**src/ddio_pkg.sv**
```systemverilog
// Package holding constants for the dual discrete I/O port block.
// Assumes a classic Wishbone slave with 32-bit data and word registers.
package ddio_pkg;

    // ------------------------------------------------------------------
    // Bus geometry
    // ------------------------------------------------------------------
    localparam int WB_AW  = 8;   // Byte address width.
    localparam int WB_DW  = 32;  // Data width.
    localparam int WB_SW  = 4;   // Byte select width.
    localparam int IDX_W  = 6;   // Register index width (address bits 7:2).
    localparam int PORT_W = 8;   // Pins per port.
    localparam int REG_W  = 16;  // Port data register width.

    // ------------------------------------------------------------------
    // Register indexes (byte address is four times the index)
    // ------------------------------------------------------------------
    localparam logic [IDX_W-1:0] IDX_E_DATA_FIRST  = 6'h10;
    localparam logic [IDX_W-1:0] IDX_E_DATA_SECOND = 6'h12;
    localparam logic [IDX_W-1:0] IDX_E_DIRECTION   = 6'h14;
    localparam logic [IDX_W-1:0] IDX_E_FUNCTION    = 6'h16;
    localparam logic [IDX_W-1:0] IDX_F_DATA_FIRST  = 6'h18;
    localparam logic [IDX_W-1:0] IDX_F_DATA_SECOND = 6'h1a;
    localparam logic [IDX_W-1:0] IDX_F_DIRECTION   = 6'h1c;
    localparam logic [IDX_W-1:0] IDX_F_FUNCTION    = 6'h1e;

    // ------------------------------------------------------------------
    // Field positions and reset values
    // ------------------------------------------------------------------
    localparam int              RMW_BIT       = 3;  // Read-modify-write pin.
    localparam int              MODE_BIT      = 0;  // Port F clock-mode bit.
    localparam logic [7:0]      DIR_RESET     = 8'h00;
    localparam logic [7:0]      FUNC_ALL_ALT  = 8'hff;
    localparam logic [7:0]      FUNC_ALL_IO   = 8'h00;
    localparam logic [7:0]      RMW_MASK      = 8'h08;
    localparam logic [WB_DW-1:0] UNMAPPED_READ = 32'h0000_0000;

endpackage : ddio_pkg

```
**src/ddio_sync.sv**
```systemverilog
// Three-stage input synchroniser with agreement filter for pin inputs.
// Assumes inputs come from outside the clock domain; no reset on the
// stages, so straps pass through while reset is held.
`timescale 1ns/1ps

module ddio_sync #(
    parameter int WIDTH = 18
) (
    // Clock.
    input  wire logic             clk,
    // Asynchronous inputs and their filtered copy.
    input  wire logic [WIDTH-1:0] async_in,
    output logic      [WIDTH-1:0] sync_out
);

    // ------------------------------------------------------------------
    // Elaboration check
    // ------------------------------------------------------------------
    if (WIDTH < 1)
    begin : g_bad_width
        $error("ddio_sync width must be at least one.");
    end

    logic [WIDTH-1:0] stage1_q;
    logic [WIDTH-1:0] stage2_q;
    logic [WIDTH-1:0] stage3_q;
    logic [WIDTH-1:0] out_d;

    // A bit changes only once the second and third stages agree.
    assign out_d = ((stage2_q ~^ stage3_q) & stage3_q)
                 | ((stage2_q ^ stage3_q) & sync_out);

    // Shift chain; the first stage feeds only the second.
    always_ff @(posedge clk)
    begin
        stage1_q <= async_in;
        stage2_q <= stage1_q;
        stage3_q <= stage2_q;
        sync_out <= out_d;
    end

endmodule : ddio_sync

```
**src/ddio_ports.sv**
```systemverilog
// Two 8-bit discrete I/O ports (E and F) with per-pin function select.
// Assumes a classic Wishbone master, pins split into in/out/enable,
// and a bus controller supplying the port E alternate drives.
`timescale 1ns/1ps

module ddio_ports #(
    parameter bit         HAS_BIT3_PIN    = 1'b1,
    parameter bit         HAS_RMW_FUNC    = 1'b1,
    parameter bit         BIT3_READ_VALUE = 1'b0
) (
    // Clock and synchronous reset.
    input  wire logic                          clk,
    input  wire logic                          rst_n,
    // Wishbone classic slave.
    input  wire logic                          wb_cyc_i,
    input  wire logic                          wb_stb_i,
    input  wire logic                          wb_we_i,
    input  wire logic [ddio_pkg::WB_AW-1:0]    wb_adr_i,
    input  wire logic [ddio_pkg::WB_SW-1:0]    wb_sel_i,
    input  wire logic [ddio_pkg::WB_DW-1:0]    wb_dat_i,
    output logic      [ddio_pkg::WB_DW-1:0]    wb_dat_o,
    output logic                               wb_ack_o,
    // Reset straps.
    input  wire logic                          port_e_reset_strap,
    input  wire logic                          port_f_reset_strap,
    // Port E pins.
    input  wire logic [ddio_pkg::PORT_W-1:0]   port_e_pin_i,
    output logic      [ddio_pkg::PORT_W-1:0]   port_e_pin_o,
    output logic      [ddio_pkg::PORT_W-1:0]   port_e_pin_oe,
    // Bus controller side of the port E alternate functions.
    input  wire logic [ddio_pkg::PORT_W-1:0]   bus_ctrl_out,
    input  wire logic [ddio_pkg::PORT_W-1:0]   bus_ctrl_oe,
    output logic      [ddio_pkg::PORT_W-1:0]   bus_ctrl_in,
    // Port F pins.
    input  wire logic [ddio_pkg::PORT_W-1:0]   port_f_pin_i,
    output logic      [ddio_pkg::PORT_W-1:0]   port_f_pin_o,
    output logic      [ddio_pkg::PORT_W-1:0]   port_f_pin_oe,
    // Port F alternate inputs toward the core.
    output logic      [7:1]                    irq_level_n,
    output logic                               clock_mode_select_input
);
    import ddio_pkg::*;

    // ------------------------------------------------------------------
    // Elaboration check
    // ------------------------------------------------------------------
    if (HAS_RMW_FUNC && !HAS_BIT3_PIN)
    begin : g_bad_variant
        $error("Read-modify-write function needs the port E bit 3 pin.");
    end

    // Bits that are fixed to one because the bit 3 pin is absent.
    localparam logic [7:0] E_FIXED = HAS_BIT3_PIN ? 8'h00 : RMW_MASK;

    // ------------------------------------------------------------------
    // Input synchronisers
    // ------------------------------------------------------------------
    logic [17:0] sync_in;
    logic [17:0] sync_out;
    logic [7:0]  e_pin_s;
    logic [7:0]  f_pin_s;
    logic        strap_e_s;
    logic        strap_f_s;

    assign sync_in = {port_f_reset_strap, port_e_reset_strap,
                      port_f_pin_i, port_e_pin_i};

    ddio_sync #(
        .WIDTH    (18)
    ) u_sync (
        .clk      (clk),
        .async_in (sync_in),
        .sync_out (sync_out)
    );

    // Split the filtered inputs.
    assign e_pin_s   = sync_out[7:0];
    assign f_pin_s   = sync_out[15:8];
    assign strap_e_s = sync_out[16];
    assign strap_f_s = sync_out[17];

    // ------------------------------------------------------------------
    // Bus decode
    // ------------------------------------------------------------------
    logic              ack_q;
    logic              req;
    logic              wr_take;
    logic [IDX_W-1:0]  idx;
    logic              hit_e_data;
    logic              hit_e_dir;
    logic              hit_e_func;
    logic              hit_f_data;
    logic              hit_f_dir;
    logic              hit_f_func;
    logic [7:0]        wbyte;

    // A write takes effect on the edge at which the master sees ack.
    assign req     = wb_cyc_i & wb_stb_i;
    assign wr_take = req & wb_we_i & ack_q & wb_sel_i[0];
    assign idx     = wb_adr_i[WB_AW-1:2];
    assign wbyte   = wb_dat_i[7:0];

    // Both aliases of a data register decode to the same latch.
    assign hit_e_data = (idx == IDX_E_DATA_FIRST)
                      | (idx == IDX_E_DATA_SECOND);
    assign hit_f_data = (idx == IDX_F_DATA_FIRST)
                      | (idx == IDX_F_DATA_SECOND);
    assign hit_e_dir  = (idx == IDX_E_DIRECTION);
    assign hit_f_dir  = (idx == IDX_F_DIRECTION);
    assign hit_e_func = (idx == IDX_E_FUNCTION);
    assign hit_f_func = (idx == IDX_F_FUNCTION);

    // ------------------------------------------------------------------
    // Function select registers
    // ------------------------------------------------------------------
    logic [7:0] pe_func_q;
    logic [7:0] pe_func_d;
    logic [7:0] pf_func_q;
    logic [7:0] pf_func_d;

    // Reset copies the straps; an absent bit 3 stays one.
    assign pe_func_d = !rst_n ? ({8{strap_e_s}} | E_FIXED)
                     : (wr_take & hit_e_func) ? (wbyte | E_FIXED)
                     : pe_func_q;
    assign pf_func_d = !rst_n ? {8{strap_f_s}}
                     : (wr_take & hit_f_func) ? wbyte
                     : pf_func_q;

    // Function select state.
    always_ff @(posedge clk)
    begin
        pe_func_q <= pe_func_d;
        pf_func_q <= pf_func_d;
    end

    // ------------------------------------------------------------------
    // Direction registers
    // ------------------------------------------------------------------
    logic [7:0] pe_dir_q;
    logic [7:0] pe_dir_d;
    logic [7:0] pf_dir_q;
    logic [7:0] pf_dir_d;

    // Cleared by reset, except that an absent bit 3 stays one; writable at any time.
    assign pe_dir_d = !rst_n ? (DIR_RESET | E_FIXED)
                    : (wr_take & hit_e_dir) ? (wbyte | E_FIXED)
                    : pe_dir_q;
    assign pf_dir_d = !rst_n ? DIR_RESET
                    : (wr_take & hit_f_dir) ? wbyte
                    : pf_dir_q;

    // Direction state.
    always_ff @(posedge clk)
    begin
        pe_dir_q <= pe_dir_d;
        pf_dir_q <= pf_dir_d;
    end

    // ------------------------------------------------------------------
    // Data latches (not reset)
    // ------------------------------------------------------------------
    logic [7:0] pe_data_q;
    logic [7:0] pe_data_d;
    logic [7:0] pf_data_q;
    logic [7:0] pf_data_d;

    // Only the low byte is stored; an absent bit 3 ignores writes.
    assign pe_data_d = (wr_take & hit_e_data)
                     ? ((wbyte & ~E_FIXED) | (pe_data_q & E_FIXED))
                     : pe_data_q;
    assign pf_data_d = (wr_take & hit_f_data) ? wbyte : pf_data_q;

    // Data latch state keeps its value through reset.
    always_ff @(posedge clk)
    begin
        pe_data_q <= pe_data_d;
        pf_data_q <= pf_data_d;
    end

    // ------------------------------------------------------------------
    // Read path
    // ------------------------------------------------------------------
    logic [7:0]       e_is_input;
    logic [7:0]       f_is_input;
    logic [7:0]       pe_rd;
    logic [7:0]       pe_rd_raw;
    logic [7:0]       pf_rd;
    logic [WB_DW-1:0] rd_word;

    // Discrete inputs return the pin, everything else the latch.
    assign e_is_input = ~pe_func_q & ~pe_dir_q;
    assign f_is_input = ~pf_func_q & ~pf_dir_q;
    assign pe_rd_raw  = (e_is_input & e_pin_s)
                      | (~e_is_input & pe_data_q);
    assign pf_rd      = (f_is_input & f_pin_s)
                      | (~f_is_input & pf_data_q);
    assign pe_rd      = HAS_BIT3_PIN ? pe_rd_raw
                      : {pe_rd_raw[7:4], BIT3_READ_VALUE,
                         pe_rd_raw[2:0]};

    // Register select; upper bits of every register read zero.
    assign rd_word = hit_e_data ? {24'h00_0000, pe_rd}
                   : hit_f_data ? {24'h00_0000, pf_rd}
                   : hit_e_dir  ? {24'h00_0000, pe_dir_q}
                   : hit_f_dir  ? {24'h00_0000, pf_dir_q}
                   : hit_e_func ? {24'h00_0000, pe_func_q}
                   : hit_f_func ? {24'h00_0000, pf_func_q}
                   : UNMAPPED_READ;

    // Answer one cycle after the request; ack lasts one cycle.
    always_ff @(posedge clk)
    begin
        if (!rst_n)
        begin
            ack_q    <= 1'b0;
            wb_dat_o <= '0;
        end
        else
        begin
            ack_q    <= req & ~ack_q;
            wb_dat_o <= (req & ~ack_q) ? rd_word : wb_dat_o;
        end
    end

    assign wb_ack_o = ack_q;

    // ------------------------------------------------------------------
    // Pin drive
    // ------------------------------------------------------------------
    logic [7:0] e_gpio_oe;
    logic [7:0] e_alt_oe;
    logic [7:0] e_alt_out;
    logic [7:0] e_run_oe;
    logic [7:0] e_run_out;
    logic [7:0] e_pin_mask;

    // Bus controller drive; bit 3 forced high without the rmw function.
    assign e_alt_out = HAS_RMW_FUNC ? bus_ctrl_out
                     : (bus_ctrl_out | RMW_MASK);
    assign e_alt_oe  = HAS_RMW_FUNC ? bus_ctrl_oe
                     : (bus_ctrl_oe | RMW_MASK);
    assign e_gpio_oe = ~pe_func_q & pe_dir_q;

    // Function bit picks the source per pin.
    assign e_run_oe  = (pe_func_q & e_alt_oe) | e_gpio_oe;
    assign e_run_out = (pe_func_q & e_alt_out)
                     | (~pe_func_q & pe_data_q);
    assign e_pin_mask = ~E_FIXED;

    // During reset the straps decide between driven-high and floating.
    assign port_e_pin_oe = (!rst_n ? pe_func_q : e_run_oe)
                         & e_pin_mask;
    assign port_e_pin_o  = !rst_n ? FUNC_ALL_ALT : e_run_out;

    // Port F alternates are inputs only, so the driver is off.
    assign port_f_pin_oe = ~pf_func_q & pf_dir_q;
    assign port_f_pin_o  = pf_data_q;

    // ------------------------------------------------------------------
    // Alternate inputs toward the core
    // ------------------------------------------------------------------
    // Bus control inputs, bit 7 size high down to bit 0 byte ack.
    assign bus_ctrl_in = e_pin_s & pe_func_q;

    // Interrupt levels idle high when the pin is in I/O mode.
    assign irq_level_n = f_pin_s[7:1] | ~pf_func_q[7:1];
    assign clock_mode_select_input = f_pin_s[MODE_BIT]
                                   | ~pf_func_q[MODE_BIT];
endmodule : ddio_ports

```
**config.mk**
```make
export PLATFORM = sky130hd
export DESIGN_NAME = ddio_ports
export DESIGN_NICKNAME = d
export VERILOG_FILES = /design/src/ddio_pkg.sv /design/src/ddio_sync.sv /design/src/ddio_ports.sv
export SDC_FILE = /design/constraint.sdc
export NUM_CORES = 1
export LEC_CHECK = 0
export BUFFER_PORTS_ARGS = -buffer_cell sky130_fd_sc_hd__buf_2
export CAP_MARGIN = 20
export CORE_UTILIZATION = 54
export DETAILED_ROUTE_END_ITERATION = 10
export PLACE_DENSITY = 0.9
export SLEW_MARGIN = 25
export SYNTH_ARGS = -nofsm -noshare
export SYNTH_HDL_FRONTEND = slang
export SYNTH_SLANG_ARGS = --single-unit
```
**constraint.sdc**
```tcl
create_clock -name clk -period 6.3 [get_ports clk]
set_clock_uncertainty 0.05 [all_clocks]
set_input_delay 1.26 -clock clk [delete_from_list [all_inputs] [get_ports clk]]
set_output_delay 1.26 -clock clk [all_outputs]
set_load 0.02 [all_outputs]
```
After elaboration in Yosys (flattened, before gate mapping)
Index checks and enable logic that the tools add are counted.
{"block": "word_totals", "latch_bits": 0, "mem_bits_rw": 0, "mem_count": 0, "reg_bits": 153, "mem_bits_ro": 0, "in_bits": 83}
{"block": "op_classes", "n_shift": 0, "order_cmp": 0, "n_addsub": 0, "multipliers": 0, "muxes": 12, "div_mod_pow": 0, "bitwise_logic": 45, "n_eq_ne": 10, "n_reduce_logical": 0}
{"op": "8-bit AND", "n": 12}
{"op": "8-bit two-way mux", "n": 12}
{"op": "6-bit by 5-bit equality test with 1-bit output, second input constant", "n": 8}
{"op": "8-bit NOT", "n": 6}
{"op": "18-bit AND", "n": 2}
{"op": "8-bit bitwise OR", "n": 4}
{"op": "18-bit bitwise OR", "n": 1}
{"op": "18-bit XNOR", "n": 1}
{"op": "18-bit bitwise XOR", "n": 1}
{"op": "1-bit AND", "n": 11}
{"op": "7-bit NOT", "n": 1}
{"op": "7-bit bitwise OR", "n": 1}
{"op": "2-bit by 1-bit != test with 1-bit output, second input constant", "n": 2}
{"op": "1-bit bitwise OR", "n": 3}
{"op": "1-bit NOT", "n": 2}

Logic depth before layout (Yosys ltp)
Gate-level depths: netlist of run 1.
{"block": "depth", "ltp_word": 7, "mapped_depth": 6, "ltp_nobuf": 4}

By module
Synthesis of run 1 repeated with hierarchy kept, for this count alone.
{"block": "unflattened", "hier_cells": 437, "hier_area_um2": 4899.7}
{"mod": "ddio_ports", "seq_area_each_um2": 1461.4, "n_inst": 1, "cells_per_inst": 329, "area_per_inst_um2": 3098.0}
{"mod": "ddio_sync", "seq_area_each_um2": 1441.4, "n_inst": 1, "cells_per_inst": 108, "area_per_inst_um2": 1801.7}

Worst setup path before layout of run 1
No wires, ideal clock.
{"block": "synth_path", "path_type": "input to output", "from": "input port rst_n", "to": "output port port_e_pin_oe[0] (netlist name)", "arrival_time_ns": 2.341, "slack_ns": 2.649, "stages": 4, "path_buffers": 2, "cell_sequence": "clkbuf_1 -> clkbuf_1 -> nand2_1 -> o21ai_0"}
{"block": "synth_via", "elab_chain_len": 1}
{"element": "start: declaration", "line": "ddio_ports.sv:13", "text": "input wire logic rst_n,"}
{"element": "8-bit two-way mux", "line": "ddio_ports.sv:251", "text": "assign port_e_pin_oe = (!rst_n ? pe_func_q : e_run_oe)"}
{"element": "end: declaration", "line": "ddio_ports.sv:29", "text": "output logic [ddio_pkg::PORT_W-1:0] port_e_pin_oe,"}
No other way between the ends.

Worst setup path in the final report of run 1
{"block": "layout_path", "from": "input port rst_n", "to": "output port port_e_pin_oe[5] (netlist name)"}
The elaborated chain is that of the path after synthesis.

==> results.py, run 1 <==
metrics = {
    "flow_run": {
        "max_cap_violations": 0,
    },
    "worst_hold_path": {
        "holdCritPathClass": "reg -> reg",
        "min_delay_worst_endpoint": "u_sync.stage2_q[17]$_DFF_P_",
        "min_path_cells": 0,
        "hp-start": "u_sync.stage1_q[17]$_DFF_P_",
    },
    "clock_tree": {
        "clockBufferDepth": 2,
        "cts_tree": "yes",
        "cts_root_buf": "clkbuf_8",
        "htree_levels": 4,
        "hold_buffers": 0,
        "postCtsSetupBuffers": 0,
        "clk_latency_ps": 520,
        "cts_made_buffers": 17,
        "clock_sinks": 129,
        "clk_pin_slew_worst_paths_ps": 60,
        "cts_repair_resize_count": 0,
    },
    "die": {
        "dieArea_um2": 9447,
        "die_w_um": 97.20,
        "io_pins": 164,
        "rows": 34,
        "core_um2": 8763,
        "initial_utilization_pct": 55.84,
        "die_h_um": 97.20,
    },
    "timing": {
        "min_period_ps": 3958,
        "worst_pin_slew_ps": 1014,
        "maxSlewHeadroom_pct": 32.14,
        "setup_viol": 0,
        "rsz0062_at_grt": "no",
        "fin_setup_tns_ps": 0,
        "period_share_pct": 62.82,
        "hold_viol_final": 0,
        "max_freq_mhz": 252.7,
        "maxSlewViolCount": 0,
    },
    "worst_setup_path": {
        "rrSetupSlack_ps": 4180,
        "cp.depth": 6,
        "crit_slowest_cell": "inv_1",
        "slowest_delay_ps": 400,
        "crit_required_ps": 4990,
        "ff2ff_path_depth": 4,
        "cp_cell_sequence": "buf_2 > buf_4 > inv_1 > o21ai_0 > o21ai_0 > buf_2",
        "r2r_start": "wb_ack_o$_SDFF_PN0_",
        "cp_num_buf_inv": 4,
        "crit_family": "buffers and inverters",
        "end_kind": "output pin",
        "path_class": "in -> out",
        "arrival_ps": 2650,
        "timing.rr.end": "pe_func_q[0]$_DFFE_PP_",
        "start_kind": "input pin",
        "worstPathMaxFanout": 35,
    },
    "synthesis": {
        "synth-seq-area-share_pct": 59.32,
        "synth-seq-cells": 129,
        "synthCells": 426,
        "syn_avg_cell_area_um2": 11.49,
        "yosys_warnings": 0,
        "syn_area_um2": 4893,
        "ys_types": 28,
    },
    "drt": {
        "dr.pass1.iters": 4,
        "post_drt_via_cell_ratio": 5.210,
        "vias": 3475,
        "drc_errors": 0,
        "wl_um": 10870,
        "drtIter0Drc": 168,
        "drtAntennaViolNets": 0,
        "wl_per_cell_um": 16.29,
    },
    "grt": {
        "use_met2_pct": 39.65,
        "grt_util_met1_pct": 29.33,
        "antenna_found_initial": 0,
        "met3_usage_pct": 8.058,
        "grt-busiest-layer": "met2",
        "grt_pass1_wl_um": 17260,
        "grt_usage_pct": 24.25,
        "first_global_vias": 3437,
        "grt_start_max_net_pins": 36,
        "overflow": 0,
    },
    "layout": {
        "diodes": 0,
        "fin_nets": 647,
        "finish.utilization_pct": 68.80,
        "drive_gt1_share_pct": 27.01,
        "syn_to_final_growth_pct": 23.22,
    },
    "placed_design": {
        "portBuffers": 110,
        "place_congestion": 0.7869,
        "dp_hpwl_um": 7235,
    },
    "run_status": {
        "status": "completed",
    },
    "power_and_ir_drop": {
        "leakagePower_nw": 2.949,
        "power_density_nw_per_um2": 332.3,
        "ir_worst_vdd_mv": 0.1948,
    },
}
## layer usage
| metal | part of all wire, % | vias to the layer above | wire, um |
|---|---|---|---|
| li1 | - | 1689 | - |
| met1 | 41 | 1613 | 4418 |
| met2 | 49 | 160 | 5313 |
| met3 | 8.4 | 13 | 908 |
| met4 | 2.1 | 0 | 225 |
| met5 | 0 | - | 0 |
## cell families after synthesis
kind of cell,Yosys count,share of synthesized area (%)
AOI/OAI and AO/OA,68,9.103
adders and majority gates,18,4.602
buffers and inverters,37,5.139
DFF,129,59.32
muxes,48,9.818
other,1,0.07663
and+or+nand+nor,125,11.94
## synthesized netlist by cell type
cell type  instances  share of area (%)
dfxtp_1           97                 40
nand2_1           61                4.7
mux2i_1           48                9.8
edfxtp_1          32                 20
o21ai_0           26                2.7
buf_4             24                3.7
nor2_1            20                1.5
a21o_1            18                2.8
ha_1              18                4.6
nand2b_1           9                1.2
nand3_1            9               0.92
a21oi_1            8               0.82
a22oi_1            8                1.2
a32o_1             8                1.6
and2_1             8                1.0
clkbuf_1           8               0.61
nor2b_1            8                1.0
buf_6              3               0.69
nor3_1             3               0.31
or3b_1             2               0.36
and2_2             1               0.15
and2b_2            1               0.18
buf_1              1              0.077
conb_1             1              0.077
inv_1              1              0.077
or3_4              1               0.23
or3b_4             1               0.23
or4_1              1               0.15
## placed cells by master, fill, tap and decap left out, types with 2 or more instances in the layout
| cell | count |
|---|---|
| buf_4 | 4 |
| clkbuf_16 | 18 |
| nand3_1 | 9 |
| nand2b_1 | 9 |
| a22oi_1 | 8 |
| ha_1 | 18 |
| mux2i_1 | 48 |
| a21oi_1 | 8 |
| clkbuf_8 | 4 |
| and2_1 | 8 |
| inv_4 | 2 |
| nor2b_1 | 8 |
| nor2_1 | 20 |
| clkinv_2 | 3 |
| dfxtp_1 | 97 |
| buf_2 | 110 |
| nand2_1 | 61 |
| edfxtp_1 | 32 |
| or3b_1 | 2 |
| clkinv_4 | 5 |
| a21o_1 | 18 |
| conb_1 | 24 |
| o21ai_0 | 25 |
| nor3_1 | 2 |
| a32o_1 | 8 |
## worst max-delay path by stage
stage | slack, ps | startpoint | endpoint
floorplan | 2650 | rst_n | port_e_pin_oe[0]
global placement | 2400 | rst_n | port_e_pin_oe[5]
detailed placement | 2350 | rst_n | port_e_pin_oe[2]
CTS | 2350 | rst_n | port_e_pin_oe[2]
global route | 2170 | rst_n | port_e_pin_oe[5]
finish | 2340 | rst_n | port_e_pin_oe[5]
## report_power, final
| group | switching [mW] | total, mW | internal, mW |
|---|---|---|---|
| Sequential | 0.0289 | 0.922 | 0.893 |
| Combinational | 0.0968 | 0.161 | 0.0638 |
| Clock | 0.358 | 0.921 | 0.563 |
## flip-flops by register name (all words and copies together), names as in the netlist
signal and count:
u_sync.stage1_q 18, u_sync.stage2_q 18, u_sync.stage3_q 18, u_sync.sync_out 18, pe_data_q 8, pe_dir_q 8
pe_func_q 8, pf_dir_q 8, pf_func_q 8, port_f_pin_o 8, wb_dat_o 8, wb_ack_o 1
## cell type report
type / instances / area [um2]
Sequential cell: 129 / 2903
Fill cell: 650 / 2734
Multi-Input combinational cell: 283 / 1831
Timing Repair Buffer: 114 / 580.6
Clock buffer: 22 / 505.5
Tap cell: 108 / 135.1
Clock inverter: 10 / 71.32
Inverter: 1 / 3.754
## metrics by stage
stage	worst slack (ps)	instance area [um2]	hold slack (ps)	power, mW	instances
2_1_floorplan	2649	4980	259.6	1.049	449
3_3_place_gp	2399	5448	260.1	1.090	635
3_5_place_dp	2351	5448	263.9	1.099	635
4_1_cts	2345	6025	277.9	2.016	667
5_1_grt	2172	6030	283.1	2.079	667
6_report	2342	6030	277.3	2.004	667
(Power assumes the default switching activity.)
==> run 2, diff against run 1 <==
--- a/config.mk
+++ b/config.mk
@@ -7,9 +7,9 @@
 export LEC_CHECK = 0
 export BUFFER_PORTS_ARGS = -buffer_cell sky130_fd_sc_hd__buf_2
 export CAP_MARGIN = 20
-export CORE_UTILIZATION = 54
+export CORE_UTILIZATION = 50
 export DETAILED_ROUTE_END_ITERATION = 10
-export PLACE_DENSITY = 0.9
+export PLACE_DENSITY = 0.84
 export SLEW_MARGIN = 25
 export SYNTH_ARGS = -nofsm -noshare
 export SYNTH_HDL_FRONTEND = slang
==> constraint.sdc (replaced) <==
create_clock -name clk -period 3.75 [get_ports clk]
set_clock_uncertainty 0.05 [all_clocks]
set_input_delay 0.75 -clock clk [delete_from_list [all_inputs] [get_ports clk]]
set_output_delay 0.75 -clock clk [all_outputs]
set_load 0.02 [all_outputs]
==> run 2 against run 1 <==
Final area grew 1.2%. Via count rose by 3.2%. Critical path type unchanged. Power rose by 72%. Global-route usage shrank 1.1 points. Core utilization fell by 3.7 points. Register-to-register slack got worse by 2300 ps.
==> results.py, run 2 (same netlist as run 1, synthesis figures left out) <==
metrics = {
    "worst_setup_path": {
        "r2r_start": "wb_ack_o$_SDFF_PN0_",
        "worstPathMaxFanout": 13,
        "end_kind": "output pin",
        "path_class": "in -> out",
        "start_kind": "input pin",
        "crit_path_start": "rst_n",
        "arrival_ps": 1840,
        "crit_required_ps": 2950,
    },
    "clock_tree": {
        "cts_root_buf": "clkbuf_8",
        "clk_latency_ps": 510,
        "clockBufferDepth": 2,
        "cts_made_buffers": 17,
        "hold_buffers": 0,
        "cts_tree": "yes",
        "cts_repair_resize_count": 0,
        "clock_sinks": 129,
        "postCtsSetupBuffers": 0,
        "clk_pin_slew_worst_paths_ps": 60,
        "htree_levels": 4,
    },
    "die": {
        "die_w_um": 100.9,
        "rows": 35,
        "die_h_um": 100.9,
        "initial_utilization_pct": 52.22,
        "dieArea_um2": 10190,
        "io_pins": 164,
        "core_um2": 9371,
    },
    "grt": {
        "overflow": 0,
        "first_global_vias": 3493,
        "grt_usage_pct": 23.18,
        "antenna_found_initial": 0,
        "grt_pass1_wl_um": 17270,
        "grt_start_max_net_pins": 35,
    },
    "run_status": {
        "status": "completed",
    },
    "layout": {
        "num-fill-cells": 759,
        "final_cell_count_no_fill": 693,
        "drive_gt1_share_pct": 27.30,
        "syn_to_final_growth_pct": 24.73,
        "fin_nets": 652,
        "layout_commonest_cell": "buf_2",
        "diodes": 0,
        "mostFrequentLayoutCells": "buf_2 (110), dfxtp_1 (97), nand2_1 (61), mux2i_1 (48), edfxtp_1 (32)",
    },
    "power_and_ir_drop": {
        "leakagePower_nw": 2.964,
        "power_mw": 3.438,
        "ir_worst_vdd_mv": 0.3203,
        "power_density_nw_per_um2": 563.2,
    },
    "timing": {
        "fin_setup_tns_ps": 0,
        "maxSlewHeadroom_pct": 34.13,
        "hold_viol_final": 0,
        "worst_pin_slew_ps": 984.4,
        "rsz0062_at_grt": "no",
        "setup_viol": 0,
        "max_freq_mhz": 379.1,
        "period_share_pct": 70.35,
        "hold_slack_ps": 273.6,
        "maxSlewViolCount": 0,
        "min_period_ps": 2638,
    },
    "drt": {
        "drc_errors": 0,
        "drtIter0Drc": 156,
        "dr.pass1.iters": 4,
        "post_drt_via_cell_ratio": 5.176,
        "drtAntennaViolNets": 0,
        "wl_per_cell_um": 15.81,
        "vias": 3587,
        "wl_um": 10960,
    },
    "worst_hold_path": {
        "hp-start": "u_sync.stage1_q[14]$_DFF_P_",
        "holdCritPathClass": "reg -> reg",
    },
    "placed_design": {
        "place_congestion": 0.7698,
        "dp_cells": 661,
        "portBuffers": 110,
        "dp_hpwl_um": 7445,
    },
    "flow_run": {
        "max_cap_violations": 0,
    },
}
## run 2: cell types whose count changed in the layout (fill, tap and decap cells not counted), moves of 2 or more
cell,change
buf_4,+5
bufinv_16,+2
clkbuf_8,-3
clkinv_2,-2
clkinv_4,-3
clkinvlp_4,+3
inv_4,-2
inv_6,+5
## run 2: report_power, final
part           total (mW)  switching (mW)  internal [mW]
sequential           1.55          0.0490           1.50
combinational       0.272           0.164          0.109
clock                1.62           0.620          0.996
total                3.44           0.832           2.61
## run 2: per-stage QoR
step	cell area, um2	utilization (%)	worst slack [ps]
2_1_floorplan	4980	-	1108
3_3_place_gp	5512	58.81	1006
3_5_place_dp	5512	58.81	1009
4_1_cts	6103	65.13	1076
5_1_grt	6103	65.13	983.8
6_report	6103	65.13	1112
## run 2: path summary, 6_finish.rpt
path | slack, ps | cells past startpoint | endpoint
setup / recovery | 1110 | 5 | port_e_pin_oe[5]
hold / removal | 270 | 0 | u_sync.stage2_q[14]$_DFF_P_
setup reg to reg | 1850 | 4 | pe_dir_q[1]$_SDFFE_PN0P_
hold reg to reg | 270 | 0 | u_sync.stage2_q[14]$_DFF_P_
## run 2: final cells by class
| cell class | count | area [um2] | area share [%] |
|---|---|---|---|
| Clock inverter | 13 | 148.9 | 2.440 |
| Inverter | 1 | 3.754 | 0.06150 |
| Sequential cell | 129 | 2903 | 47.56 |
| Clock buffer | 19 | 442.9 | 7.257 |
| Tap cell | 129 | 161.4 | 2.645 |
| Timing Repair Buffer | 119 | 618.1 | 10.13 |
| Multi-Input combinational cell | 283 | 1826 | 29.91 |
## run 2: per-layer routing
metal  global-route usage [%]  up-vias  share of wire [%]
li1                         -     1698                  -
met4                    12.15        0                2.6
met3                    5.825       28                6.9
met5                        0        -                  0
met1                    28.34     1682                 42
met2                    37.88      179                 49
## run 2: critical path: stages
cell and delay [ps]:
buf_2 100, inv_1 420, o21ai_0 210, o21ai_0 140, buf_2 210
==> run 3, diff against run 2 <==
--- a/config.mk
+++ b/config.mk
@@ -7,9 +7,9 @@
 export LEC_CHECK = 0
 export BUFFER_PORTS_ARGS = -buffer_cell sky130_fd_sc_hd__buf_2
 export CAP_MARGIN = 20
-export CORE_UTILIZATION = 50
+export CORE_UTILIZATION = 45
 export DETAILED_ROUTE_END_ITERATION = 10
-export PLACE_DENSITY = 0.84
+export PLACE_DENSITY = 0.8
 export SLEW_MARGIN = 25
 export SYNTH_ARGS = -nofsm -noshare
 export SYNTH_HDL_FRONTEND = slang
==> constraint.sdc (replaced) <==
create_clock -name clk -period 2.4 [get_ports clk]
set_clock_uncertainty 0.05 [all_clocks]
set_input_delay 0.48 -clock clk [delete_from_list [all_inputs] [get_ports clk]]
set_output_delay 0.48 -clock clk [all_outputs]
set_load 0.02 [all_outputs]
==> run 3 against run 2 <==
Cell count is 4.5% higher. Global-route usage is 1.8 points lower. Register-to-register slack worse by 1200 ps. Critical path depth is 2 lower. Worst setup slack worse by 780 ps. Routed wire length is 3.7% higher. Sequential share of layout area is 1.6 points lower. Non-clock buffer count is 24 higher. Final area is 3.4% higher. First-iteration DRC count is 40% higher. Flip-flop and latch count stayed put. Die area is 11% higher. Critical path type is now reg -> out. Critical endpoint is now port_e_pin_o[2]. Largest power group is now sequential cells. Highest routed layer unchanged.
==> results.py, run 3 (same netlist as run 1, synthesis figures left out) <==
metrics = {
    "run_status": {
        "status": "completed",
    },
    "placed_design": {
        "dp_hpwl_um": 7763,
        "pre_cts_slack_ps": 113.3,
        "place_congestion": 0.8160,
        "portBuffers": 110,
    },
    "timing": {
        "layout_setup_ws_ps": 336.0,
        "max_freq_mhz": 484.5,
        "fin_setup_tns_ps": 0,
        "min_period_ps": 2064,
        "hold_viol_final": 0,
        "setup_viol": 0,
        "rsz0062_at_grt": "no",
        "period_share_pct": 86.00,
        "maxSlewViolCount": 0,
        "maxSlewHeadroom_pct": 37.76,
        "worst_pin_slew_ps": 930.1,
    },
    "worst_setup_path": {
        "path_class": "reg -> out",
        "start_kind": "flip-flop",
        "ff2ff_path_depth": 5,
        "end_kind": "output pin",
        "rrSetupSlack_ps": 680,
        "arrival_ps": 1530,
        "crit_required_ps": 1870,
        "timing.rr.end": "pf_dir_q[4]$_SDFFE_PN0P_",
        "worstPathMaxFanout": 6,
        "r2r_start": "wb_ack_o$_SDFF_PN0_",
    },
    "drt": {
        "drtIter0Drc": 219,
        "drtAntennaViolNets": 0,
        "vias": 3648,
        "wl_um": 11370,
        "wl_per_cell_um": 15.70,
        "dr.pass1.iters": 5,
        "drc_errors": 0,
        "post_drt_via_cell_ratio": 5.039,
    },
    "power_and_ir_drop": {
        "power_frac_seq_pct": 46.7,
        "leakagePower_nw": 3.069,
        "switching_power_mw": 1.224,
        "p_clk_share_pct": 44.6,
        "ir_worst_vdd_mv": 0.4600,
        "p_comb_share_pct": 8.8,
        "power_density_nw_per_um2": 823.7,
        "p_sw_share_pct": 23.54,
        "p_int_mw": 3.974,
    },
    "layout": {
        "finish.utilization_pct": 60.58,
        "layout_commonest_cell": "buf_2",
        "drive_gt1_share_pct": 27.38,
        "mostFrequentLayoutCells": "buf_2 (110), dfxtp_1 (97), nand2_1 (61), mux2i_1 (48), edfxtp_1 (32)",
        "fin_nets": 676,
        "syn_to_final_growth_pct": 28.94,
        "diodes": 0,
    },
    "grt": {
        "grt_util_met1_pct": 25.33,
        "grt_pass1_wl_um": 17900,
        "use_met2_pct": 35.06,
        "first_global_vias": 3646,
        "antenna_found_initial": 0,
        "grt_usage_pct": 21.43,
        "grt_start_max_net_pins": 35,
        "grt-busiest-layer": "met2",
        "overflow": 0,
        "met3_usage_pct": 7.051,
    },
    "die": {
        "rows": 37,
        "core_um2": 10420,
        "io_pins": 164,
        "die_h_um": 106.3,
        "die_w_um": 106.3,
        "initial_utilization_pct": 46.98,
        "dieArea_um2": 11300,
    },
    "clock_tree": {
        "htree_levels": 4,
        "cts_tree": "yes",
        "clk_pin_slew_worst_paths_ps": 60,
        "clk_latency_ps": 520,
        "cts_root_buf": "clkbuf_8",
        "clock_sinks": 129,
        "cts_made_buffers": 17,
        "clockBufferDepth": 2,
    },
    "worst_hold_path": {
        "holdCritPathClass": "in -> reg",
        "min_path_cells": 1,
        "hp-start": "port_f_pin_i[0]",
        "min_delay_worst_endpoint": "u_sync.stage1_q[8]$_DFF_P_",
    },
    "flow_run": {
        "max_cap_violations": 0,
    },
}
## run 3: cell count changes in the layout (fill, tap and decap cells not counted), moves of 4 or more
cell,change
dlygate4sd3_1,+17
inv_4,+4
inv_6,-5
buf_4,+6
clkbuf_8,+4
## run 3: repair_timing
action | CTS | global route
resized for setup | 0 | 0
hold buffers | 16 | 1
endpoints found under the hold margin | 16 | 1
buffers inserted | 0 | 0
setup endpoints to repair | 0 | 0
## run 3: power groups by stage
stage,clock (mW),sequential (mW),combinational (mW)
global placement,0,2.46,0.417
floorplan,0,2.45,0.309
finish,2.32,2.42,0.455
CTS,2.36,2.42,0.453
global route,2.49,2.44,0.497
detailed placement,0,2.47,0.430
## run 3: worst max path at each step
stage	start	end	slack (ps)	cells after the start
CTS	pe_func_q[0]$_DFFE_PP_	port_e_pin_o[0]	340	3
global placement	wb_adr_i[7]	pf_dir_q[5]$_SDFFE_PN0P_	140	6
global route	pe_func_q[2]$_DFFE_PP_	port_e_pin_o[2]	280	3
finish	pe_func_q[2]$_DFFE_PP_	port_e_pin_o[2]	340	3
detailed placement	wb_adr_i[7]	pf_dir_q[7]$_SDFFE_PN0P_	110	6
floorplan	wb_adr_i[7]	pe_func_q[0]$_DFFE_PP_	30	3
## run 3: per-stage QoR
stage          hold slack, ps  instance area (um2)  total power, mW  instances
6_report                27.47                 6310            5.198        724
4_1_cts                0.7684                 6300            5.232        723
2_1_floorplan           259.6                 4980            2.754        449
5_1_grt                 1.087                 6310            5.418        724
3_3_place_gp            260.1                 5590            2.877        675
3_5_place_dp            262.1                 5590            2.897        675
## run 3: area by class of cell
class                      count  area (um2)
fill                         829        4106
inverter                       1       3.754
timing repair buffer         143       853.3
multi-input combinational    283        1831
tap                          136       170.2
clock inverter                 8       47.55
sequential                   129        2903
clock buffer                  24       501.7
## run 3: layer usage
metal / part of all wire [%] / routed length [um]
met5: 0 / 0
met4: 2.3 / 263
met3: 7.1 / 808
met2: 48 / 5497
met1: 42 / 4795
## run 3: worst max-delay path, stage by stage, from the launching register on
cell and delay [ps]:
edfxtp_1 470, mux2i_1 300, nand2_1 80, buf_2 160
